$ cat src/rtl/adc_ctrl_pkg.sv
/*
 * constants for the converter control block: pin indices, state codes,
 * timing figures and the cycle counts derived from them.
 * assumes a 250 MHz system clock; imported by the control module, not by the word buffer.
 */
// Function
// - chip select low wakes device, drives data
// - sleep after conversion while select high
// - select rising mid-transfer aborts, restarts conversion
// - data pin high impedance while select high
// - output phase shifts result bits out
// - status shown on data pin otherwise
// - internal mode drives shift clock out
// - external mode takes host shift clock
// - pull-up enabled in internal clock mode
// - clock mode latched at reset, select fall
// - frequency pin high gives 50Hz null
// - frequency pin low gives 60Hz null
// - external clock on frequency pin drives conversion
// - data changes on falling shift edges
// - 24 bits end output, new conversion
// - early select rise returns to sleep
`default_nettype none
package adc_ctrl_pkg;

	// ----------------------------------------------------------------
	// clock and pins
	// ----------------------------------------------------------------
	localparam int unsigned CLK_PERIOD_NS = 4;
	localparam int unsigned CLK_HZ        = 250_000_000;
	localparam int unsigned PIN_CS        = 0;
	localparam int unsigned PIN_SCK       = 1;
	localparam int unsigned PIN_FREQ      = 2;
	localparam int unsigned NUM_PINS      = 3;
	localparam logic [2:0]  PIN_RESET_LVL = 3'h7; // select idle high, floating pins high

	// ----------------------------------------------------------------
	// data word
	// ----------------------------------------------------------------
	localparam int unsigned WORD_BITS      = 24;
	localparam logic [4:0]  LAST_BIT_INDEX = 5'h17;
	localparam int unsigned BUF_DEPTH      = 2;

	// ----------------------------------------------------------------
	// timing
	// ----------------------------------------------------------------
	localparam int unsigned CONV_TIME_60_US   = 66900;
	localparam int unsigned CONV_TIME_50_US   = 80300;
	localparam int unsigned CONV_60_CYCLES_DEF = CONV_TIME_60_US * 1000 / CLK_PERIOD_NS;
	localparam int unsigned CONV_50_CYCLES_DEF = CONV_TIME_50_US * 1000 / CLK_PERIOD_NS;
	localparam int unsigned CONV_EXT_PERIODS  = 10278;  // conversion length in external clock periods
	localparam int unsigned FILTER_NULL_DIV   = 2560;   // first null = external clock / this
	localparam int unsigned SCK_FREQ_HZ       = 19200;
	localparam int unsigned SCK_HALF_DEF      = CLK_HZ / (2 * SCK_FREQ_HZ);
	localparam int unsigned EXT_OSC_MIN_HZ    = 5000;
	localparam int unsigned EXT_DETECT_DEF    = 2 * (CLK_HZ / EXT_OSC_MIN_HZ);
	localparam logic [2:0]  POR_SAMPLE_CYCLES = 3'h6; // strap taken once the filtered level has settled

	// ----------------------------------------------------------------
	// converter cycle states
	// ----------------------------------------------------------------
	typedef enum logic [2:0] {
		ST_CONV  = 3'h1,
		ST_SLEEP = 3'h2,
		ST_OUT   = 3'h4
	} conv_state_t;

endpackage
`default_nettype wire

$ cat src/rtl/adc_serial_output_control.sv
/*
 * converter cycle control and 3-wire serial output: conversion, sleep,
 * data output, status on the data pin, clock-mode latch and oscillator /
 * notch selection from the frequency pin.
 * assumes conversion words arrive from the modulator side on adc_word
 * and that the pad ring resolves pins from the output enables.
 */
`timescale 1ns/1ps
`default_nettype none
module adc_serial_output_control
	import adc_ctrl_pkg::*;
#(
	parameter int unsigned CONV_60_CYCLES = CONV_60_CYCLES_DEF,
	parameter int unsigned CONV_50_CYCLES = CONV_50_CYCLES_DEF,
	parameter int unsigned SCK_HALF       = SCK_HALF_DEF,
	parameter int unsigned EXT_DETECT     = EXT_DETECT_DEF
)
(
	input  wire logic                 clk,
	input  wire logic                 rst,
	input  wire logic                 cs_n,
	input  wire logic                 sck_in,
	output logic                      sck_out,
	output logic                      sck_oe_n,
	output logic                      sck_pullup_en,
	output logic                      sdo_out,
	output logic                      sdo_oe_n,
	input  wire logic                 freq_select_pin,
	input  wire logic [WORD_BITS-1:0] adc_word,
	input  wire logic                 adc_word_valid,
	output logic                      adc_word_ready,
	output logic                      low_power,
	output logic                      ext_osc_active,
	output logic                      notch_50hz
);
	logic [NUM_PINS-1:0]  sync1_reg;
	logic [NUM_PINS-1:0]  sync2_reg;
	logic [NUM_PINS-1:0]  sync3_reg;
	logic [NUM_PINS-1:0]  lvl_reg;
	logic [NUM_PINS-1:0]  chg;
	conv_state_t          state_reg;
	logic [31:0]          conv_cnt_reg;
	logic [31:0]          conv_load;
	logic [31:0]          ext_idle_reg;
	logic [31:0]          half_cnt_reg;
	logic [WORD_BITS-1:0] shift_reg;
	logic [WORD_BITS-1:0] buf_data;
	logic [4:0]           rise_cnt_reg;
	logic [2:0]           por_cnt_reg;
	logic                 started_reg;
	logic                 int_mode_reg;
	logic                 sck_out_reg;
	logic                 sck_oe_n_reg;
	logic                 pullup_reg;
	logic                 sdo_out_reg;
	logic                 sdo_oe_n_reg;
	logic                 sleep_reg;
	logic                 ext_osc_reg;
	logic                 notch_50_reg;
	logic                 buf_valid;
	logic                 pop;
	logic                 cs_hi;
	logic                 cs_fall;
	logic                 freq_rise;
	logic                 tick;
	logic                 rise_evt;
	logic                 fall_evt;
	logic                 conv_tick;

	// ----------------------------------------------------------------
	// pin synchronisers: three stages, change taken when 2nd and 3rd agree
	// ----------------------------------------------------------------
	genvar gi;
	generate
		for (gi = 0; gi < NUM_PINS; gi++)
		begin : g_sync
			always_ff @(posedge clk or posedge rst)
			begin
				if (rst)
				begin
					sync1_reg[gi] <= PIN_RESET_LVL[gi];
					sync2_reg[gi] <= PIN_RESET_LVL[gi];
					sync3_reg[gi] <= PIN_RESET_LVL[gi];
					lvl_reg[gi]   <= PIN_RESET_LVL[gi];
				end
				else
				begin
					sync1_reg[gi] <= gi == PIN_CS ? cs_n : (gi == PIN_SCK ? sck_in : freq_select_pin);
					sync2_reg[gi] <= sync1_reg[gi];
					sync3_reg[gi] <= sync2_reg[gi];
					if (chg[gi])
						lvl_reg[gi] <= sync3_reg[gi];
				end
			end
			assign chg[gi] = (sync2_reg[gi] == sync3_reg[gi]) && (sync3_reg[gi] != lvl_reg[gi]);
		end
	endgenerate

	assign cs_hi     = lvl_reg[PIN_CS];
	assign cs_fall   = chg[PIN_CS] & ~sync3_reg[PIN_CS];
	assign freq_rise = chg[PIN_FREQ] & sync3_reg[PIN_FREQ];

	// ----------------------------------------------------------------
	// result buffer: stall by the output side back-pressures the source
	// ----------------------------------------------------------------
	assign pop = (state_reg == ST_CONV) && (conv_cnt_reg == '0);

	word_buffer2 #(.W(WORD_BITS), .DEPTH(BUF_DEPTH)) u_buf (
		.clk       (clk),
		.rst       (rst),
		.in_data   (adc_word),
		.in_valid  (adc_word_valid),
		.in_ready  (adc_word_ready),
		.out_data  (buf_data),
		.out_valid (buf_valid),
		.out_ready (pop)
	);

	// ----------------------------------------------------------------
	// oscillator detection: edges on the frequency pin mean external clock
	// ----------------------------------------------------------------
	always_ff @(posedge clk or posedge rst)
	begin
		if (rst)
			ext_idle_reg <= '0;
		else if (chg[PIN_FREQ] && por_cnt_reg == '0) // filter settling from its reset level is no clock edge
			ext_idle_reg <= EXT_DETECT;
		else if (ext_idle_reg != '0)
			ext_idle_reg <= ext_idle_reg - 32'h1;
	end

	// conversion length follows oscillator and notch choice
	assign conv_load = ext_osc_reg ? CONV_EXT_PERIODS : (lvl_reg[PIN_FREQ] ? CONV_50_CYCLES : CONV_60_CYCLES);
	assign conv_tick = ext_osc_reg ? freq_rise : 1'b1;

	always_ff @(posedge clk or posedge rst)
	begin
		if (rst)
			conv_cnt_reg <= CONV_60_CYCLES;
		else if (state_reg != ST_CONV)
			conv_cnt_reg <= conv_load;
		else if (conv_tick && conv_cnt_reg != '0)
			conv_cnt_reg <= conv_cnt_reg - 32'h1;
	end

	// ----------------------------------------------------------------
	// clock-mode latch: sampled after reset and at each select fall
	// ----------------------------------------------------------------
	always_ff @(posedge clk or posedge rst)
	begin
		if (rst)
		begin
			por_cnt_reg  <= POR_SAMPLE_CYCLES;
			int_mode_reg <= 1'b1;
		end
		else
		begin
			if (por_cnt_reg != '0)
				por_cnt_reg <= por_cnt_reg - 3'h1;
			if (por_cnt_reg == 3'h1 || cs_fall)
				int_mode_reg <= lvl_reg[PIN_SCK]; // low = external, high/floating = internal
		end
	end

	// ----------------------------------------------------------------
	// shift clock events; internal mode generates its own
	// ----------------------------------------------------------------
	assign tick     = (state_reg == ST_OUT) && int_mode_reg && (half_cnt_reg == '0);
	assign rise_evt = int_mode_reg ? (tick & ~sck_out_reg) : (chg[PIN_SCK] & sync3_reg[PIN_SCK]);
	assign fall_evt = int_mode_reg ? (tick & sck_out_reg) : (chg[PIN_SCK] & ~sync3_reg[PIN_SCK]);

	always_ff @(posedge clk or posedge rst)
	begin
		if (rst)
		begin
			half_cnt_reg <= '0;
			sck_out_reg  <= 1'b0;
		end
		else if ((state_reg == ST_OUT) && int_mode_reg && !cs_hi)
		begin
			half_cnt_reg <= (half_cnt_reg == '0) ? SCK_HALF - 1 : half_cnt_reg - 32'h1;
			if (tick)
				sck_out_reg <= ~sck_out_reg;
		end
		else
		begin
			half_cnt_reg <= SCK_HALF - 1;
			sck_out_reg  <= 1'b0;
		end
	end

	// ----------------------------------------------------------------
	// converter cycle: conversion, sleep, data output
	// ----------------------------------------------------------------
	always_ff @(posedge clk or posedge rst)
	begin
		if (rst)
			state_reg <= ST_CONV;
		else
		begin
			case (state_reg)
				ST_CONV:
				begin
					if (pop && buf_valid)
						state_reg <= ST_SLEEP;
				end
				ST_SLEEP:
				begin
					if (!cs_hi)
						state_reg <= ST_OUT;
				end
				ST_OUT:
				begin
					if (cs_hi)
						state_reg <= started_reg ? ST_CONV : ST_SLEEP;
					else if (rise_evt && rise_cnt_reg == LAST_BIT_INDEX)
						state_reg <= ST_CONV;
				end
				default:
					state_reg <= ST_CONV;
			endcase
		end
	end

	// bit bookkeeping; result held until first rising edge
	always_ff @(posedge clk or posedge rst)
	begin
		if (rst)
		begin
			started_reg  <= 1'b0;
			rise_cnt_reg <= '0;
			shift_reg    <= '0;
		end
		else
		begin
			if (state_reg != ST_OUT)
			begin
				started_reg  <= 1'b0;
				rise_cnt_reg <= '0;
			end
			else if (rise_evt && !cs_hi)
			begin
				started_reg  <= 1'b1;
				rise_cnt_reg <= rise_cnt_reg + 5'h1;
			end
			if (pop && buf_valid)
				shift_reg <= buf_data;
			else if (state_reg == ST_OUT && started_reg && fall_evt && !cs_hi)
				shift_reg <= {shift_reg[WORD_BITS-2:0], 1'b0}; // next bit on falling edge
		end
	end

	// ----------------------------------------------------------------
	// registered pin drivers and status outputs
	// ----------------------------------------------------------------
	always_ff @(posedge clk or posedge rst)
	begin
		if (rst)
		begin
			sdo_out_reg  <= 1'b1;
			sdo_oe_n_reg <= 1'b1;
			sck_oe_n_reg <= 1'b1;
			pullup_reg   <= 1'b1;
			sleep_reg    <= 1'b0;
			ext_osc_reg  <= 1'b0;
			notch_50_reg <= 1'b1;
		end
		else
		begin
			sdo_oe_n_reg <= cs_hi;
			// busy high while converting, low when a result waits
			sdo_out_reg  <= (state_reg == ST_OUT) ? shift_reg[WORD_BITS-1] : (state_reg == ST_CONV);
			sck_oe_n_reg <= !((state_reg == ST_OUT) && int_mode_reg);
			pullup_reg   <= int_mode_reg;
			sleep_reg    <= (state_reg == ST_SLEEP) && cs_hi;
			ext_osc_reg  <= (ext_idle_reg != '0);
			notch_50_reg <= (ext_idle_reg == '0) && lvl_reg[PIN_FREQ];
		end
	end

	assign sck_out        = sck_out_reg;
	assign sck_oe_n       = sck_oe_n_reg;
	assign sck_pullup_en  = pullup_reg;
	assign sdo_out        = sdo_out_reg;
	assign sdo_oe_n       = sdo_oe_n_reg;
	assign low_power      = sleep_reg;
	assign ext_osc_active = ext_osc_reg;
	assign notch_50hz     = notch_50_reg;
endmodule
`default_nettype wire

$ cat src/rtl/word_buffer2.sv
/*
 * two-entry word buffer with valid/ready on both sides.
 * assumes one clock; in_ready is a flip-flop so it may leave the block.
 */
`timescale 1ns/1ps
`default_nettype none
module word_buffer2
#(
	parameter int unsigned W     = 24,
	parameter int unsigned DEPTH = 2
)
(
	input  wire logic         clk,
	input  wire logic         rst,
	input  wire logic [W-1:0] in_data,
	input  wire logic         in_valid,
	output logic              in_ready,
	output logic [W-1:0]      out_data,
	output logic              out_valid,
	input  wire logic         out_ready
);
	localparam int unsigned PW = $clog2(DEPTH);

	logic [W-1:0]  mem [DEPTH];
	logic [PW-1:0] wr_ptr_reg;
	logic [PW-1:0] rd_ptr_reg;
	logic [PW:0]   count_reg;
	logic [PW:0]   count_next;
	logic          in_ready_reg;
	logic          push;
	logic          pop;

	// ----------------------------------------------------------------
	// handshakes
	// ----------------------------------------------------------------
	assign push      = in_valid & in_ready_reg;
	assign pop       = out_valid & out_ready;
	assign out_valid = (count_reg != '0);
	assign out_data  = mem[rd_ptr_reg];
	assign in_ready  = in_ready_reg;

	always_comb
	begin
		count_next = count_reg;
		if (push & ~pop)
			count_next = count_reg + (PW+1)'(1);
		else if (pop & ~push)
			count_next = count_reg - (PW+1)'(1);
	end

	// storage; no reset on data, only on pointers, count and ready
	always_ff @(posedge clk)
	begin
		if (push)
			mem[wr_ptr_reg] <= in_data;
	end

	// pointers and occupancy; ready is registered from next count
	always_ff @(posedge clk or posedge rst)
	begin
		if (rst)
		begin
			wr_ptr_reg   <= '0;
			rd_ptr_reg   <= '0;
			count_reg    <= '0;
			in_ready_reg <= 1'b0;
		end
		else
		begin
			if (push)
				wr_ptr_reg <= (wr_ptr_reg == PW'(DEPTH-1)) ? '0 : wr_ptr_reg + PW'(1);
			if (pop)
				rd_ptr_reg <= (rd_ptr_reg == PW'(DEPTH-1)) ? '0 : rd_ptr_reg + PW'(1);
			count_reg    <= count_next;
			in_ready_reg <= (count_next < (PW+1)'(DEPTH));
		end
	end
endmodule
`default_nettype wire

$ cat config.mk
export PLATFORM = sky130hd
export DESIGN_NAME = adc_serial_output_control
export DESIGN_NICKNAME = d
export VERILOG_FILES = /design/src/rtl/adc_ctrl_pkg.sv /design/src/rtl/adc_serial_output_control.sv /design/src/rtl/word_buffer2.sv
export SDC_FILE = /design/constraint.sdc
export NUM_CORES = 1
export LEC_CHECK = 0
export ABC_AREA = 1
export BUFFER_PORTS_ARGS = -buffer_cell sky130_fd_sc_hd__buf_2
export CAP_MARGIN = 0
export CORE_UTILIZATION = 40
export CTS_CLUSTER_SIZE = 40
export DETAILED_ROUTE_END_ITERATION = 8
export SLEW_MARGIN = 20
export SYNTH_ARGS = -nofsm -noshare
export SYNTH_HDL_FRONTEND = slang
export SYNTH_HIERARCHICAL = 1
export SYNTH_SLANG_ARGS = --single-unit
$ cat constraint.sdc
create_clock -name clk -period 5.9 [get_ports clk]
set_input_delay 1.18 -clock clk [delete_from_list [all_inputs] [get_ports clk]]
set_output_delay 1.18 -clock clk [all_outputs]
set_load 0.005 [all_outputs]
==> flow_summary.html <==
<table>
<tr><th>Metric</th><th>Value</th></tr>
<tr><th colspan="2">Timing</th></tr>
<tr><td>Final Skew</td><td>0.0245 ns</td></tr>
<tr><td>Post-route worst hold slack</td><td>0.355 ns</td></tr>
<tr><td>Setup violation total in the final timing report</td><td>0</td></tr>
<tr><td>Number of failing hold endpoints at the final stage</td><td>0</td></tr>
<tr><td>Clock period minus worst slack</td><td>2.90 ns</td></tr>
<tr><td>Slew at the pin closest to its max-slew limit</td><td>1.08 ns</td></tr>
<tr><td>Setup TNS after final layout</td><td>0 ns</td></tr>
<tr><td>Crit share post-route</td><td>0.492</td></tr>
<tr><td>RSZ-0062 raised after global routing</td><td>false</td></tr>
<tr><td>Final count of pins violating max slew</td><td>0</td></tr>
<tr><td>Slew margin rel.</td><td>0.280</td></tr>
<tr><td>Max Clk Rate</td><td>345 MHz</td></tr>
<tr><th colspan="2">Critical path</th></tr>
<tr><td>Category of the worst setup path capture point</td><td>register</td></tr>
<tr><td>Worst endpoint data arrival time</td><td>3.36 ns</td></tr>
<tr><td>Count of buffering cells on the critical path with inverters included</td><td>2</td></tr>
<tr><td>Cell mode on critical path</td><td>sky130_fd_sc_hd__nand3_1</td></tr>
<tr><td>Cell at the slowest stage of the critical path</td><td>sky130_fd_sc_hd__inv_1</td></tr>
<tr><td>Delay of the slowest critical-path stage</td><td>0.79 ns</td></tr>
<tr><td>Biggest fanout along the worst timing path</td><td>45</td></tr>
<tr><td>Startpoint type of the worst setup path</td><td>register</td></tr>
<tr><td>Dominant delay contributor by cell family on the critical path</td><td>buffers and inverters</td></tr>
<tr><td>Critical Path, Cell by Cell</td><td>nand3_1, inv_1, nand3_4, inv_2, nand2_1, nand3_1</td></tr>
<tr><td>Setup CP Type</td><td>reg -&gt; reg</td></tr>
<tr><td>Required time of the critical path</td><td>6.36 ns</td></tr>
<tr><th colspan="2">Synthesis</th></tr>
<tr><td>Net count of the mapped netlist</td><td>1290</td></tr>
<tr><td>Proportion of synthesized flip-flops having asynchronous set or reset</td><td>0.767</td></tr>
<tr><td>Synth top cells by count</td><td>sky130_fd_sc_hd__nand2_1, sky130_fd_sc_hd__nor2_1, sky130_fd_sc_hd__inv_1</td></tr>
<tr><td>Average instance area after synthesis</td><td>8.60 µm²</td></tr>
<tr><td>FF+latch count, synth</td><td>206</td></tr>
<tr><td>Cell count after synthesis</td><td>1247</td></tr>
<tr><td>Cell taking the most area after synthesis</td><td>sky130_fd_sc_hd__dfrtp_1</td></tr>
<tr><td>Post-synth EDFFs</td><td>48</td></tr>
<tr><td>Top_reg_cell synth</td><td>sky130_fd_sc_hd__dfrtp_1</td></tr>
<tr><td>Netlist area before placement</td><td>10700 µm²</td></tr>
<tr><td>Most frequent cell after synthesis</td><td>sky130_fd_sc_hd__nand2_1</td></tr>
<tr><td>Sequential cell area fraction in the yosys report</td><td>0.507</td></tr>
<tr><td>Portion of synthesized cell area occupied by the leading cell type</td><td>0.292</td></tr>
<tr><td>Number of unique standard cell types used by synthesis</td><td>48</td></tr>
<tr><td>Cell types occupying the most area after synthesis</td><td>sky130_fd_sc_hd__dfrtp_1, sky130_fd_sc_hd__edfxtp_1, sky130_fd_sc_hd__dfstp_2</td></tr>
<tr><td>Number of warnings printed during yosys synthesis</td><td>6</td></tr>
<tr><th colspan="2">Routing</th></tr>
<tr><td>DRT iter0 DRCs</td><td>593</td></tr>
<tr><td>Final Routed Wirelength</td><td>22.1 mm</td></tr>
<tr><td>Routed length per instance</td><td>13.5 µm</td></tr>
<tr><td>Routed vias/inst</td><td>4.95</td></tr>
<tr><td>Antenna-violating nets left</td><td>0</td></tr>
<tr><td>Number of search-and-repair iterations in the first detailed-routing pass</td><td>5</td></tr>
<tr><td>Post-detailed-route DRC marker count</td><td>0</td></tr>
<tr><td>Vias after detailed routing</td><td>8124</td></tr>
<tr><th colspan="2">Layout</th></tr>
<tr><td>Fraction of final layout cells sized beyond drive strength 1</td><td>0.159</td></tr>
<tr><td>Flip-flop count of the largest register, all copies and words added</td><td>48</td></tr>
<tr><td>Net count reported at finish</td><td>1330</td></tr>
<tr><td>Largest reg by FF count</td><td>u_buf/mem</td></tr>
<tr><td>Number of inserted diodes</td><td>0</td></tr>
<tr><td>Layout overhead on the synthesized area</td><td>11.9%</td></tr>
<tr><th colspan="2">Floorplan</th></tr>
<tr><td>Starting density of the core</td><td>0.409</td></tr>
<tr><td>Ports placed on the boundary</td><td>39</td></tr>
<tr><td>Row Count</td><td>59</td></tr>
<tr><td>Core Box Area</td><td>26200 µm²</td></tr>
<tr><td>Die width</td><td>166 µm</td></tr>
<tr><td>Area of the die</td><td>27500 µm²</td></tr>
<tr><td>Vertical die dimension</td><td>166 µm</td></tr>
<tr><th colspan="2">Hold path</th></tr>
<tr><td>Kind of path behind the tightest hold check</td><td>reg -&gt; reg</td></tr>
<tr><th colspan="2">GRT</th></tr>
<tr><td>Tot GR Track Use</td><td>0.167</td></tr>
<tr><td>Number of global-route vias before repair</td><td>7892</td></tr>
<tr><td>Global route total overflow</td><td>0</td></tr>
<tr><td>First-pass GRT wire length</td><td>38.2 mm</td></tr>
<tr><td>Pin count of the biggest net entering global routing</td><td>111</td></tr>
<tr><td>Antenna violations before repair</td><td>0</td></tr>
<tr><th colspan="2">Clock tree</th></tr>
<tr><td>Clk Tree Root Cell</td><td>sky130_fd_sc_hd__clkbuf_16</td></tr>
<tr><td>Post-CTS repair timing setup buffer count</td><td>0</td></tr>
<tr><td>H-tree Lvls</td><td>1</td></tr>
<tr><td>Count of cells resized by post-cts repair</td><td>0</td></tr>
<tr><td>Clock sink count</td><td>206</td></tr>
<tr><td>CTS tree</td><td>built</td></tr>
<tr><td>Clock-pin slew reported for the worst setup and hold paths after clock tree synthesis</td><td>0.06 ns</td></tr>
<tr><td>Clock latency on the worst-skew pair</td><td>0.53 ns</td></tr>
<tr><td>Num CTS Buffers</td><td>24</td></tr>
<tr><td>Maximum clock path buffer count</td><td>3</td></tr>
<tr><td>Number of hold buffers added after CTS</td><td>0</td></tr>
<tr><th colspan="2">Pwr</th></tr>
<tr><td>Power per Cell Area</td><td>295 nW/µm²</td></tr>
<tr><td>Peak supply drop</td><td>0.000237 V</td></tr>
<tr><td>Static leakage</td><td>5.45 nW</td></tr>
<tr><th colspan="2">Placed design</th></tr>
<tr><td># port buffers</td><td>38</td></tr>
<tr><td>Routability Congestion</td><td>0.892</td></tr>
<tr><td>Total half-perimeter wirelength after legalization and detailed placement</td><td>15.3 mm</td></tr>
<tr><th colspan="2">Flow run</th></tr>
<tr><td>MaxCap Viol Count</td><td>0</td></tr>
<tr><th colspan="2">Outcome</th></tr>
<tr><td>Outcome</td><td>finished, final reports clean</td></tr>
</table>
[final timing paths]
path	from	to	slack [ns]	cells past startpoint
worst min register to register	sync1_reg[0]	sync2_reg[0]	0.36	0
max in group asynchronous	rst	int_mode_reg	3.97	3
worst max register to register	state_reg[0]	shift_reg[13]	3.00	6
worst max-delay path	state_reg[0]	shift_reg[13]	3.00	6
worst min-delay path	sync1_reg[0]	sync2_reg[0]	0.36	0
min in group asynchronous	rst	u_buf/wr_ptr_reg	0.60	2
[where the power goes]
part	switching [mW]	total (mW)	internal, mW
Combinational	0.303	0.439	0.136
Clock	0.597	1.48	0.881
Sequential	0.0722	1.62	1.55
[per-layer routing]
metal / vias to the layer above / track usage / share of wire
met5: - / 0 / 0
met4: 0 / 0.0463 / 0.023
met3: 39 / 0.0251 / 0.033
met2: 134 / 0.277 / 0.46
met1: 3783 / 0.227 / 0.48
li1: 4168 / - / -
[layout by cell type, fill, tap and decap left out, types with 13 or more instances in the layout]
| cell type | Yosys | routed |
|---|---|---|
| sky130_fd_sc_hd__nor3_1 | 31 | 31 |
| sky130_fd_sc_hd__a21oi_1 | 49 | 49 |
| sky130_fd_sc_hd__dfstp_2 | 33 | 33 |
| sky130_fd_sc_hd__nand4_1 | 44 | 44 |
| sky130_fd_sc_hd__o21ai_0 | 53 | 53 |
| sky130_fd_sc_hd__nor2_1 | 190 | 188 |
| sky130_fd_sc_hd__inv_1 | 141 | 140 |
| sky130_fd_sc_hd__clkbuf_16 | 0 | 24 |
| sky130_fd_sc_hd__dfrtp_1 | 125 | 125 |
| sky130_fd_sc_hd__nand3_2 | 21 | 21 |
| sky130_fd_sc_hd__nor2_2 | 18 | 19 |
| sky130_fd_sc_hd__buf_2 | 16 | 38 |
| sky130_fd_sc_hd__nand2_1 | 231 | 231 |
| sky130_fd_sc_hd__ha_1 | 13 | 13 |
| sky130_fd_sc_hd__edfxtp_1 | 48 | 48 |
| sky130_fd_sc_hd__nand3_1 | 86 | 86 |
| sky130_fd_sc_hd__xor2_1 | 38 | 38 |
[layout make-up]
cell class	count	area (µm²)
tap	335	419
timing repair buffer	46	250
clock inverter	12	139
inverter	145	552
clock buffer	32	661
multi-input combinational	864	4540
fill	2464	14200
sequential	206	5440
[per-stage QoR]
stage | setup slack [ns] | power [mW] | utilization | std cells | instance area (µm²)
detailed placement | 3.00 | 2.09 | 0.427 | 1596 | 11200
finish | 3.00 | 3.54 | 0.458 | 1640 | 12000
global route | 2.70 | 3.73 | 0.458 | 1640 | 12000
CTS | 2.99 | 3.59 | 0.458 | 1640 | 12000
global placement | 3.03 | 2.08 | 0.427 | 1596 | 11200
floorplan | 0.653 | 1.97 | - | 1247 | 10700
[cell families after synthesis]
logic type / share of synthesized area
AO/OA/AOI/OAI: 0.0718
XOR/XNOR: 0.0376
adder cells (fa/ha/maj): 0.0161
buffers and inverters: 0.0701
flip-flops: 0.507
AND/OR/NAND/NOR: 0.297
(Power assumes the default switching activity.)
